File: src/logic/mceb_params.svh
// Constants for the machine-check error bank block
`ifndef MCEB_PARAMS_SVH
`define MCEB_PARAMS_SVH
// Register offsets on the plain register port
`define MCEB_OFF_B0_STATUS_LO 8'h00
`define MCEB_OFF_B0_STATUS_HI 8'h04
`define MCEB_OFF_B1_STATUS_LO 8'h08
`define MCEB_OFF_B1_STATUS_HI 8'h0c
`define MCEB_OFF_B1_ADDR_LO 8'h10
`define MCEB_OFF_B1_ADDR_HI 8'h14
`define MCEB_OFF_B2_STATUS_LO 8'h18
`define MCEB_OFF_B2_STATUS_HI 8'h1c
`define MCEB_OFF_B2_CTL 8'h20
`define MCEB_OFF_CONTROL 8'h24
`define MCEB_OFF_IRQ_STATUS 8'h28
`define MCEB_OFF_IRQ_MASK 8'h2c
`define MCEB_OFF_DBG_STATUS 8'h30
`define MCEB_OFF_DBG_CONTROL 8'h34
`define MCEB_OFF_STATE 8'h38
// Status field positions (64-bit bank status)
`define MCEB_ST_VALID 63
`define MCEB_ST_OVER 62
`define MCEB_ST_UNCORRECTABLE_FLAG 61
`define MCEB_ST_EN 60
`define MCEB_ST_MISCV 59
`define MCEB_ST_ADDRV 58
`define MCEB_ST_PCC 57
`define MCEB_ST_HARDFAIL 16
`define MCEB_ST_CODE_W 16
// Control register fields
`define MCEB_CTL_MCEN 0
`define MCEB_CTL_CLEAR 1
// Interrupt event bits
`define MCEB_IRQ_W 4
`define MCEB_IRQ_MCE 0
`define MCEB_IRQ_OVER 1
`define MCEB_IRQ_STOPGNT 2
`define MCEB_IRQ_DBG 3
// Reset values
`define MCEB_RST_B2CTL 32'hffffffff
`define MCEB_RST_CONTROL 32'h00000000
`define MCEB_DBG_W 4
`endif

File: src/logic/mceb_pkg.sv
// Types for the machine-check error bank block
package mceb_pkg;
  // One error report from the cache/bus pipelines
  typedef struct packed {
    logic valid;
    logic [1:0] bank;
    logic uncorrectable_flag;
    logic context_corrupt_flag;
    logic speculative;
    logic l2Hit;
    logic l1Parity;
    logic addrOk;
    logic prefetchTag;
    logic hardFail;
    logic ioData;
    logic [15:0] code;
    logic [63:0] addr;
  } mceb_err_t;
  // Register port request
  typedef struct packed {
    logic wr;
    logic rd;
    logic [7:0] addr;
    logic [31:0] wdata;
  } mceb_reg_t;
  typedef enum logic [1:0] {
    MCEB_RUN = 2'b00,
    MCEB_STOPPING = 2'b01,
    MCEB_GRANTED = 2'b10
  } mceb_stop_t;
endpackage

File: src/logic/mceb_machine_check_bank.sv
// Machine-check error banks, exception ordering, stop-grant and debug matches
`timescale 1ns/1ps
`default_nettype none
`include "mceb_params.svh"

module mceb_machine_check_bank
  import mceb_pkg::*;
(
  input wire logic ref_clk,
  input wire logic rst_n,
  input wire logic clkEn,
  input wire mceb_reg_t regReq,
  output logic [31:0] regRdata,
  input wire mceb_err_t errIn,
  input wire logic sectorHalfB,
  input wire logic fetchHalfCorr,
  input wire logic [63:0] pendingAddr,
  input wire logic prefetchHit,
  input wire logic stop_clock_request_n,
  input wire logic system_management_interrupt_n,
  input wire logic smiDone,
  input wire logic [`MCEB_DBG_W-1:0] dbgMatch,
  input wire logic dbgEntry,
  output logic machineCheckException,
  output logic smiTaken,
  output logic stopGrantCycle,
  output logic stopGranted,
  output logic halfCorrected,
  output logic irq
);

  // ------------------------------------------------------------
  // Pin synchronisers
  // ------------------------------------------------------------
  logic [2:0] stopSync_q;
  logic [2:0] smiSync_q;
  logic stopReq_q;
  logic smiReq_q;

  // Three stages; a change counts once stages two and three agree
  always_ff @(posedge ref_clk or negedge rst_n) begin
    if (!rst_n) begin
      stopSync_q <= 3'h7;
      smiSync_q <= 3'h7;
      stopReq_q <= 1'b0;
      smiReq_q <= 1'b0;
    end else if (clkEn) begin
      stopSync_q <= {stopSync_q[1:0], stop_clock_request_n};
      smiSync_q <= {smiSync_q[1:0], system_management_interrupt_n};
      if (stopSync_q[1] == stopSync_q[2]) begin
        stopReq_q <= ~stopSync_q[2];
      end
      if (smiSync_q[1] == smiSync_q[2]) begin
        smiReq_q <= ~smiSync_q[2];
      end
    end
  end

  // ------------------------------------------------------------
  // Registers
  // ------------------------------------------------------------
  logic [63:0] b0Status_q;
  logic [63:0] b1Status_q;
  logic [63:0] b1Addr_q;
  logic [63:0] b2Status_q;
  logic [31:0] b2Ctl_q;
  logic [31:0] control_q;
  logic [`MCEB_IRQ_W-1:0] irqStatus_q;
  logic [`MCEB_IRQ_W-1:0] irqMask_q;
  logic [`MCEB_DBG_W-1:0] dbgStatus_q;
  logic [`MCEB_DBG_W-1:0] dbgControl_q;
  logic cleared_q;
  logic wrHit;

  function automatic logic isWr(input mceb_reg_t r, input logic [7:0] off);
    isWr = r.wr && (r.addr == off);
  endfunction

  // Merge an error into one bank's status word
  function automatic logic [63:0] logErr(input logic [63:0] st,
                                         input mceb_err_t e,
                                         input logic keepFirst);
    logic [63:0] n;
    n = st;
    if (keepFirst && st[`MCEB_ST_VALID] && st[`MCEB_ST_UNCORRECTABLE_FLAG]) begin
      n[`MCEB_ST_CODE_W-1:0] = e.code;
    end else begin
      n[`MCEB_ST_CODE_W-1:0] = e.code;
      n[`MCEB_ST_UNCORRECTABLE_FLAG] = st[`MCEB_ST_UNCORRECTABLE_FLAG] | e.uncorrectable_flag;
      n[`MCEB_ST_PCC] = st[`MCEB_ST_PCC] | e.context_corrupt_flag;
      n[`MCEB_ST_HARDFAIL] = st[`MCEB_ST_HARDFAIL] | e.hardFail;
      n[`MCEB_ST_EN] = 1'b1;
    end
    if (st[`MCEB_ST_VALID]) begin
      n[`MCEB_ST_OVER] = 1'b1;
    end
    n[`MCEB_ST_VALID] = 1'b1;
    logErr = n;
  endfunction

  logic logOk;
  logic specDrop;
  assign logOk = cleared_q && errIn.valid;
  assign specDrop = errIn.speculative && errIn.l2Hit && !errIn.uncorrectable_flag;

  // Post-reset clearing pass; software may also request one
  always_ff @(posedge ref_clk or negedge rst_n) begin
    if (!rst_n) begin
      cleared_q <= 1'b0;
    end else if (clkEn) begin
      cleared_q <= 1'b1;
    end
  end

  // Bank 0: bus and sector errors
  always_ff @(posedge ref_clk or negedge rst_n) begin
    if (!rst_n) begin
      b0Status_q <= 64'h0;
    end else if (clkEn) begin
      if (!cleared_q || (isWr(regReq, `MCEB_OFF_CONTROL)
          && regReq.wdata[`MCEB_CTL_CLEAR])) begin
        b0Status_q <= 64'h0;
      end else if (logOk && errIn.bank == 2'h0) begin
        b0Status_q <= logErr(b0Status_q, errIn, 1'b1);
        if (sectorHalfB) begin
          b0Status_q[`MCEB_ST_OVER] <= 1'b1;
        end
      end else if (isWr(regReq, `MCEB_OFF_B0_STATUS_LO)) begin
        b0Status_q[31:0] <= regReq.wdata;
      end else if (isWr(regReq, `MCEB_OFF_B0_STATUS_HI)) begin
        b0Status_q[63:32] <= regReq.wdata;
      end
    end
  end

  // Bank 1: first-level cache errors and their address
  always_ff @(posedge ref_clk or negedge rst_n) begin
    if (!rst_n) begin
      b1Status_q <= 64'h0;
      b1Addr_q <= 64'h0;
    end else if (clkEn) begin
      if (!cleared_q || (isWr(regReq, `MCEB_OFF_CONTROL)
          && regReq.wdata[`MCEB_CTL_CLEAR])) begin
        b1Status_q <= 64'h0;
        b1Addr_q <= 64'h0;
      end else if (logOk && errIn.bank == 2'h1 && !specDrop) begin
        b1Status_q <= logErr(b1Status_q, errIn, 1'b0);
        if (sectorHalfB) begin
          b1Status_q[`MCEB_ST_OVER] <= 1'b1;
        end
        b1Status_q[`MCEB_ST_ADDRV] <= errIn.l1Parity && errIn.addrOk;
        if (errIn.l1Parity && errIn.addrOk) begin
          b1Addr_q <= errIn.addr;
        end
      end else if (isWr(regReq, `MCEB_OFF_B1_STATUS_LO)) begin
        b1Status_q[31:0] <= regReq.wdata;
      end else if (isWr(regReq, `MCEB_OFF_B1_STATUS_HI)) begin
        b1Status_q[63:32] <= regReq.wdata;
      end
    end
  end

  // Bank 2 and its reporting control
  always_ff @(posedge ref_clk or negedge rst_n) begin
    if (!rst_n) begin
      b2Status_q <= 64'h0;
      b2Ctl_q <= `MCEB_RST_B2CTL;
    end else if (clkEn) begin
      if (isWr(regReq, `MCEB_OFF_B2_CTL)) begin
        b2Ctl_q <= regReq.wdata;
      end
      if (!cleared_q || (isWr(regReq, `MCEB_OFF_CONTROL)
          && regReq.wdata[`MCEB_CTL_CLEAR])) begin
        b2Status_q <= 64'h0;
      end else if (logOk && errIn.bank == 2'h2) begin
        b2Status_q <= logErr(b2Status_q, errIn, 1'b0);
      end else if (isWr(regReq, `MCEB_OFF_B2_STATUS_LO)) begin
        b2Status_q[31:0] <= regReq.wdata;
      end else if (isWr(regReq, `MCEB_OFF_B2_STATUS_HI)) begin
        b2Status_q[63:32] <= regReq.wdata;
      end
    end
  end

  // ------------------------------------------------------------
  // Exception raising and ordering
  // ------------------------------------------------------------
  logic raise;
  logic deferred_q;
  logic [63:0] deferAddr_q;
  logic smiPend_q;

  // Prefetch tag errors raise at once only when also flagged ioData; otherwise a later hit does
  always_comb begin
    raise = 1'b0;
    if (logOk && errIn.uncorrectable_flag && !errIn.prefetchTag) begin
      raise = !(errIn.bank == 2'h2 && b2Ctl_q == 32'h0);
    end
    if (logOk && errIn.ioData) begin
      raise = 1'b1;
    end
    if (deferred_q && prefetchHit && pendingAddr == deferAddr_q) begin
      raise = 1'b1;
    end
    raise = raise && control_q[`MCEB_CTL_MCEN];
  end

  // Remember the prefetched line with a bad tag
  always_ff @(posedge ref_clk or negedge rst_n) begin
    if (!rst_n) begin
      deferred_q <= 1'b0;
      deferAddr_q <= 64'h0;
    end else if (clkEn) begin
      if (logOk && errIn.uncorrectable_flag && errIn.prefetchTag) begin
        deferred_q <= 1'b1;
        deferAddr_q <= errIn.addr;
      end else if (deferred_q && prefetchHit
                   && pendingAddr == deferAddr_q) begin
        deferred_q <= 1'b0;
      end
    end
  end

  // Exception pulse and interrupt hold-off
  always_ff @(posedge ref_clk or negedge rst_n) begin
    if (!rst_n) begin
      machineCheckException <= 1'b0;
      smiPend_q <= 1'b0;
      smiTaken <= 1'b0;
    end else if (clkEn) begin
      machineCheckException <= raise;
      smiTaken <= 1'b0;
      if (smiReq_q && !smiPend_q) begin
        smiPend_q <= 1'b1;
      end else if (smiPend_q && !raise && !machineCheckException) begin
        smiTaken <= 1'b1;
        smiPend_q <= smiDone ? 1'b0 : smiPend_q;
      end
    end
  end

  always_ff @(posedge ref_clk or negedge rst_n) begin
    if (!rst_n) begin
      halfCorrected <= 1'b0;
    end else if (clkEn) begin
      halfCorrected <= errIn.valid && fetchHalfCorr;
    end
  end

  // ------------------------------------------------------------
  // Stop-grant sequence
  // ------------------------------------------------------------
  mceb_stop_t stop_q;

  always_ff @(posedge ref_clk or negedge rst_n) begin
    if (!rst_n) begin
      stop_q <= MCEB_RUN;
      stopGrantCycle <= 1'b0;
      stopGranted <= 1'b0;
    end else if (clkEn) begin
      stopGrantCycle <= 1'b0;
      case (stop_q)
        MCEB_RUN: begin
          if (stopReq_q) begin
            stop_q <= MCEB_STOPPING;
            stopGranted <= 1'b1;
          end
        end
        MCEB_STOPPING: begin
          // Hold the ack while an exception is leaving, so the handler
          // fetch is not lost after the chipset stops listening
          if (!raise && !machineCheckException) begin
            stop_q <= MCEB_GRANTED;
            stopGrantCycle <= 1'b1;
          end
        end
        MCEB_GRANTED: begin
          if (!stopReq_q) begin
            stop_q <= MCEB_RUN;
            stopGranted <= 1'b0;
          end
        end
        default: stop_q <= MCEB_RUN;
      endcase
    end
  end

  // ------------------------------------------------------------
  // Debug matches, control, interrupts
  // ------------------------------------------------------------
  always_ff @(posedge ref_clk or negedge rst_n) begin
    if (!rst_n) begin
      dbgStatus_q <= '0;
      dbgControl_q <= '0;
    end else if (clkEn) begin
      if (isWr(regReq, `MCEB_OFF_DBG_CONTROL)) begin
        dbgControl_q <= regReq.wdata[`MCEB_DBG_W-1:0];
      end
      if (dbgEntry && |(dbgMatch & dbgControl_q)) begin
        dbgStatus_q <= dbgMatch;
      end else if (isWr(regReq, `MCEB_OFF_DBG_STATUS)) begin
        dbgStatus_q <= regReq.wdata[`MCEB_DBG_W-1:0];
      end
    end
  end

  logic [`MCEB_IRQ_W-1:0] irqSet;
  assign irqSet = {dbgEntry && |(dbgMatch & dbgControl_q),
                   stopGrantCycle,
                   logOk && sectorHalfB,
                   raise};
  assign wrHit = isWr(regReq, `MCEB_OFF_IRQ_STATUS);

  // Sticky events; a set in the clearing cycle wins
  always_ff @(posedge ref_clk or negedge rst_n) begin
    if (!rst_n) begin
      irqStatus_q <= '0;
      irqMask_q <= '0;
      control_q <= `MCEB_RST_CONTROL;
      irq <= 1'b0;
    end else if (clkEn) begin
      irqStatus_q <= (irqStatus_q
          & ~(wrHit ? regReq.wdata[`MCEB_IRQ_W-1:0] : '0)) | irqSet;
      if (isWr(regReq, `MCEB_OFF_IRQ_MASK)) begin
        irqMask_q <= regReq.wdata[`MCEB_IRQ_W-1:0];
      end
      if (isWr(regReq, `MCEB_OFF_CONTROL)) begin
        control_q <= {31'h0, regReq.wdata[`MCEB_CTL_MCEN]};
      end
      irq <= |(irqStatus_q & irqMask_q);
    end
  end

  // Read data one cycle after the strobe; unmapped reads zero
  always_ff @(posedge ref_clk or negedge rst_n) begin
    if (!rst_n) begin
      regRdata <= 32'h0;
    end else if (clkEn) begin
      regRdata <= 32'h0;
      if (regReq.rd) begin
        case (regReq.addr)
          `MCEB_OFF_B0_STATUS_LO: regRdata <= b0Status_q[31:0];
          `MCEB_OFF_B0_STATUS_HI: regRdata <= b0Status_q[63:32];
          `MCEB_OFF_B1_STATUS_LO: regRdata <= b1Status_q[31:0];
          `MCEB_OFF_B1_STATUS_HI: regRdata <= b1Status_q[63:32];
          `MCEB_OFF_B1_ADDR_LO: regRdata <= b1Addr_q[31:0];
          `MCEB_OFF_B1_ADDR_HI: regRdata <= b1Addr_q[63:32];
          `MCEB_OFF_B2_STATUS_LO: regRdata <= b2Status_q[31:0];
          `MCEB_OFF_B2_STATUS_HI: regRdata <= b2Status_q[63:32];
          `MCEB_OFF_B2_CTL: regRdata <= b2Ctl_q;
          `MCEB_OFF_CONTROL: regRdata <= control_q;
          `MCEB_OFF_IRQ_STATUS: regRdata <= {28'h0, irqStatus_q};
          `MCEB_OFF_IRQ_MASK: regRdata <= {28'h0, irqMask_q};
          `MCEB_OFF_DBG_STATUS: regRdata <= {28'h0, dbgStatus_q};
          `MCEB_OFF_DBG_CONTROL: regRdata <= {28'h0, dbgControl_q};
          `MCEB_OFF_STATE: regRdata <= {28'h0, smiPend_q, deferred_q, stop_q};
          default: regRdata <= 32'h0;
        endcase
      end
    end
  end

endmodule
`default_nettype wire

File: config.mk
export PLATFORM = sky130hd
export DESIGN_NAME = mceb_machine_check_bank
export DESIGN_NICKNAME = d
export VERILOG_FILES = /design/src/logic/mceb_pkg.sv /design/src/logic/mceb_machine_check_bank.sv
export VERILOG_INCLUDE_DIRS = /design/src /design/src/logic
export SDC_FILE = /design/constraint.sdc
export NUM_CORES = 1
export LEC_CHECK = 0
export BUFFER_PORTS_ARGS = -buffer_cell sky130_fd_sc_hd__buf_2
export CORE_MARGIN = 5
export CORE_UTILIZATION = 25
export DETAILED_ROUTE_END_ITERATION = 6
export PLACE_DENSITY = 0.51
export SLEW_MARGIN = 20
export SYNTH_ARGS = -nofsm -noshare
export SYNTH_HDL_FRONTEND = slang
export SYNTH_SLANG_ARGS = --single-unit
export TNS_END_PERCENT = 10
File: constraint.sdc
create_clock -name ref_clk -period 2.4 [get_ports ref_clk]
set_input_delay 0.36 -clock ref_clk [delete_from_list [all_inputs] [get_ports ref_clk]]
set_output_delay 0.36 -clock ref_clk [all_outputs]
set_load 0.01 [all_outputs]
[Yosys cells after proc, flatten, opt, wreduce, memory -nomap -nowiden]
Index checks and enable logic that the tools add are counted.
Word-level totals
  flip-flop bits (word level): 420
Cells by class
  reductions and logical operators: 101
  equality and inequality tests: 37
  bitwise operators: 16
  multiplexer cells: 50
Operator list (count)
  2-to-1 mux 64 bit: 9
  case mux 32 bit (15 select lines): 1
  2-to-1 mux 32 bit: 10
  equality test 64 bit: 1
  equality test 8 x 6 -> 1 bit, second input constant: 7
  logical AND 1 bit: 37
  AND reduction 4 bit: 9
  equality test 8 x 5 -> 1 bit, second input constant: 4
  zero test 32 bit: 1
  AND reduction 3 bit: 9
  nonzero test 2 bit: 13
  AND reduction 2 bit: 12
  2-to-1 mux 1 bit: 21
  nonzero test 3 bit: 6
  equality test 8 x 4 -> 1 bit, second input constant: 2
  bitwise AND 4 bit: 3
  2-to-1 mux 4 bit: 3
  != test 2 bit, second input constant: 5
  != test 3 x 2 -> 1 bit, second input constant: 3
  OR 1 bit: 9
  equality test 8 x 3 -> 1 bit, second input constant: 1
  zero test 1 bit: 8
  zero test 8 bit: 1
  2-to-1 mux 2 bit: 4
  14 further kinds: 25

[Longest topological paths before layout]
  word-level depth: 12
  mapped depth: 10
  gate-level depth less buffers: 6

[Least setup slack after synthesis]
No wires, ideal clock.
  path kind: input port to flip-flop
  start point: input regReq[33] (netlist name)
  end point: register b0Status_q[1]
  arrival time: 2.171 ns
  cell stages on the path: 7
  library setup time: 0.145 ns
  data required time: 2.255 ns
  buffers on the path: 4
  path slack: 0.084 ns
  path through: or4b_1 > buf_2 > o31ai_4 > buf_6 > buf_4 > clkbuf_1 > o31ai_2
On the way
  word-level cells in the longest chain between the ends: 6
RTL lines
  start, declared: RTL line mceb_machine_check_bank.sv:12  | input wire mceb_reg_t regReq,
  equality test 8 x 6 -> 1 bit: RTL line mceb_machine_check_bank.sv:76  | isWr = r.wr && (r.addr == off);
  logical AND 1 bit: RTL line mceb_machine_check_bank.sv:76
  logical AND 1 bit: RTL line mceb_machine_check_bank.sv:120  | if (!cleared_q || (isWr(regReq, `MCEB_OFF_CONTROL)
  logical OR 1 bit: RTL line mceb_machine_check_bank.sv:120
  nonzero test 3 bit (no line)
  AND reduction 2 bit (no line)
  end signal, assigned: RTL line mceb_machine_check_bank.sv:124  | b0Status_q <= logErr(b0Status_q, errIn, 1'b1);
  end signal, assigned: RTL line mceb_machine_check_bank.sv:129  | b0Status_q[31:0] <= regReq.wdata;
  end, declared: RTL line mceb_machine_check_bank.sv:62  | logic [63:0] b0Status_q;
Several ways; a longest one is shown, not always the timed one.
A chain may end at the register's enable or synchronous reset.

[Final worst setup path]
  start point: register deferAddr_q[4]
  end point: register stop_q[1]
On the way
  word-level cells in the longest chain between the ends: 8
RTL lines
  start, declared: RTL line mceb_machine_check_bank.sv:190  | logic [63:0] deferAddr_q;
  start signal, assigned: RTL line mceb_machine_check_bank.sv:216  | deferAddr_q <= errIn.addr;
  equality test 64 bit: RTL line mceb_machine_check_bank.sv:202  | if (deferred_q && prefetchHit && pendingAddr == deferAddr_q) begin
  logical AND 1 bit: RTL line mceb_machine_check_bank.sv:202
  2-to-1 mux 1 bit: RTL line mceb_machine_check_bank.sv:202
  logical AND 1 bit: RTL line mceb_machine_check_bank.sv:205  | raise = raise && control_q[`MCEB_CTL_MCEN];
  zero test 1 bit: RTL line mceb_machine_check_bank.sv:272  | if (!raise && !machineCheckException) begin
  logical AND 1 bit: RTL line mceb_machine_check_bank.sv:272
  != test 2 bit (no line)
  AND reduction 4 bit (no line)
  end signal, assigned: RTL line mceb_machine_check_bank.sv:273  | stop_q <= MCEB_GRANTED;
  end signal, assigned: RTL line mceb_machine_check_bank.sv:279  | stop_q <= MCEB_RUN;
  end signal, assigned: RTL line mceb_machine_check_bank.sv:283  | default: stop_q <= MCEB_RUN;
  end, declared: RTL line mceb_machine_check_bank.sv:253  | mceb_stop_t stop_q;
Every way passes these cells.

==> flow_summary.toml <==
[status]
status = "finished, final reports clean"

[sta]
slew_violations = 0
hold_viol_final = 0
min_period_over_period = 0.964
layout_min_cycle_time_ns = 2.31
finClkSkew_ns = 0.0298
rsz0062_at_grt = "false"
setup_viol = 0
worstMarginPinSlew_ns = 0.671
final.setup.tns_ns = 0
relSlewSlack = 0.550
fmaxAchievable_mhz = 432

[yosys]
synth_seq_area_share = 0.539
synth-simple-area-share = 0.129
synth_top_family_by_area = "compound AO/OA/AOI/OAI gates"
synth-compound-area-share = 0.189
yosys.area_share.adder = 0
synth-xor-area-share = 0.0233
synth_edf_count = 0
synthArstFlopShare = 1.00
synth_top_cell_area_share = 0.488
synth_seq_cells = 420
synth.distinct_cells = 61
syn_area_sq_um = 19600
avgSynthCellArea_sq_um = 10.2
yosysTopAreaCell = "dfrtp_1"
synthMuxAreaShare = 0.0852
synth_ff_type = "dfrtp_1"
yosys_warnings = 0
postSynthCellCount = 1919
yosys-top-cells-count = "nand2_1, dfrtp_1, o21ai_0"
synth_fp_nets = 2131
yosysMostFrequentCell = "nand2_1"
synth_area_leaders = "dfrtp_1, nand2_1, o21ai_0"

[detailed_routing]
num_vias = 16600
via_per_inst = 4.98
post_drt_wl_per_cell_microns = 23.0
drc = 0
ant_nets = 0
drtIter0Drc = 1284
wirelength_microns = 76500
firstDrtPassIters = 5

[worst_setup_path]
crit_chain = "xor2_1, nor4_2, buf_4, nand4_1, nor4_2, buf_4, a31oi_4, a32o_1"
cp.required_ns = 2.87
cp_slowest_cell = "dfrtp_1"
arrival_ns = 2.78
cp-start-kind = "register"
max_stage_delay_ns = 0.39
crit_type = "reg -> reg"
cp_max_fo = 5
cp-end-kind = "register"

[global_route]
antenna_found_initial = 12
grt_overflow = 0
grt_max_degree = 90
track_usage = 0.174
grt_pass1_vias = 16900
grt_pass1_wl_microns = 113000

[floorplan]
die_w_microns = 290
floorplan.rows = 102
core-area_sq_um = 77600
start_util = 0.252
num_io_pins = 250
die-area_sq_um = 84000
die_h_microns = 290

[min_path]
hold_class = "in -> reg"

[power_and_ir_drop]
power_uw = 19200
p_per_area_nw_per_um2 = 760
clock_power_share = 0.411
p_int_uw = 13800
seqPwrFrac = 0.468
p_leak_uw = 0.0115
power.switching_uw = 5410
swShare = 0.282
irDropWorstVdd_mv = 0.515
comb_power_share = 0.121

[run]
cap_violations = 0

[place]
globalplace.congestion = 0.888
port_buffers = 249
hpwl_microns = 56400
place_area_sq_um = 23200

[cells_and_area]
design_area_sq_um = 25200
finalNetCount = 2451
area_growth_syn_to_layout_pct = 28.9
drive_above_1_share = 0.294

[cts]
h-tree-depth = 2
clockRootBuffer = "clkbuf_16"
tritoncts = "done"
clk_pin_slew_ns = 0.06
clock_sink_count = 420
cts_inserted_buffers = 49
cts_buffer_depth = 3
cts_setup_buffers = 0
clkLatencyLatePin_ns = 0.61
worst max-delay path, delay by kind of cell, from the launching register on:
kind,cells,cell delay (ns)
compound gates,2,0.40
buf+inv,2,0.40
xor+xnor,1,0.17
simple gates,3,0.83
flops,1,0.39
cells by family (layout without fill, tap and decap cells):
| logic type | count (synthesis) | after routing |
|---|---|---|
| buffers and inverters | 164 | 525 |
| muxes | 154 | 154 |
| other | 0 | 5 |
| xor gates and xnor gates | 52 | 52 |
| AOI/OAI and AO/OA | 535 | 535 |
| and+or+nand+nor | 594 | 594 |
| DFF | 420 | 420 |
power by group through the flow:
stage / clock [uW] / combinational (uW) / sequential [uW]
global placement: 0 / 2210 / 9080
detailed placement: 0 / 2290 / 9100
floorplan: 0 / 1350 / 8650
global route: 8330 / 2590 / 9060
finish: 7880 / 2320 / 8970
CTS: 8020 / 2330 / 8980
registers in the layout, indices dropped and copies added (netlist names), 4 cells and up:
name,count
irqMask_q,4
b2Ctl_q,32
dbgStatus_q,4
b0Status_q,64
dbgControl_q,4
b1Status_q,64
b1Addr_q,64
deferAddr_q,64
regRdata,32
b2Status_q,64
irqStatus_q,4
metrics by stage:
stage	hold slack [ns]	cells	utilization	setup WS (ns)
after detailed placement	0.317	3204	0.299	-0.295
after CTS	0.000284	3320	0.325	0.0173
after floorplan	0.0644	1919	-	0.0845
after global placement	0.310	3204	0.299	-0.193
final	0.0291	3325	0.325	0.0861
after global routing	0.00787	3321	0.325	0.00192
per-layer routing:
metal,share of wire,global-route usage,vias up
met1,0.41,0.222,8313
li1,-,-,7562
met3,0.057,0.0327,150
met2,0.49,0.294,523
met4,0.043,0.0695,4
met5,0.00038,0,-
placed cells by master (no fill, tap or decap), types with 38 or more instances in the layout:
cell type and count:
dfrtp_1 382, buf_4 96, a22oi_1 85, dfstp_2 38, nand3_1 40, o21ai_0 228
xor2_1 45, mux2_2 102, clkbuf_16 49, buf_12 43, mux2i_1 52, nand2_1 442
buf_2 248
layout make-up:
type,count,area [sq um]
Inverter,21,78.8
Sequential cell,420,10600
Clock buffer,68,1390
Clock inverter,24,325
Fill cell,8046,52400
Timing Repair Buffer,412,3080
Antenna cell,5,12.5
Tap cell,1040,1300
Multi-Input combinational cell,1335,8500
repair_timing:
item                                    4_1_cts  5_1_grt
hold buffers                                 24        0
endpoints found under the setup margin        5        5
gates resized for setup                       3        4
endpoints found under the hold margin        62        0
pin swaps                                     1        1
worst paths after layout:
path / start / endpoint / slack, ns / depth (start not counted)
max: deferAddr_q[4]$_DFFE_PN0P_ / stop_q[1]$_DFFE_PN0P_ / 0.09 / 8
min: errIn[30] / deferAddr_q[30]$_DFFE_PN0P_ / 0.03 / 2
max reg2reg: deferAddr_q[4]$_DFFE_PN0P_ / stop_q[1]$_DFFE_PN0P_ / 0.09 / 8
min reg2reg: b2Status_q[8]$_DFFE_PN0P_ / b2Status_q[8]$_DFFE_PN0P_ / 0.48 / 2
max in group asynchronous: rst_n / b2Ctl_q[20]$_DFFE_PN1P_ / 1.23 / 3
min in group asynchronous: rst_n / deferAddr_q[3]$_DFFE_PN0P_ / 0.28 / 2
No activity file was read; power rests on OpenSTA's default activity.
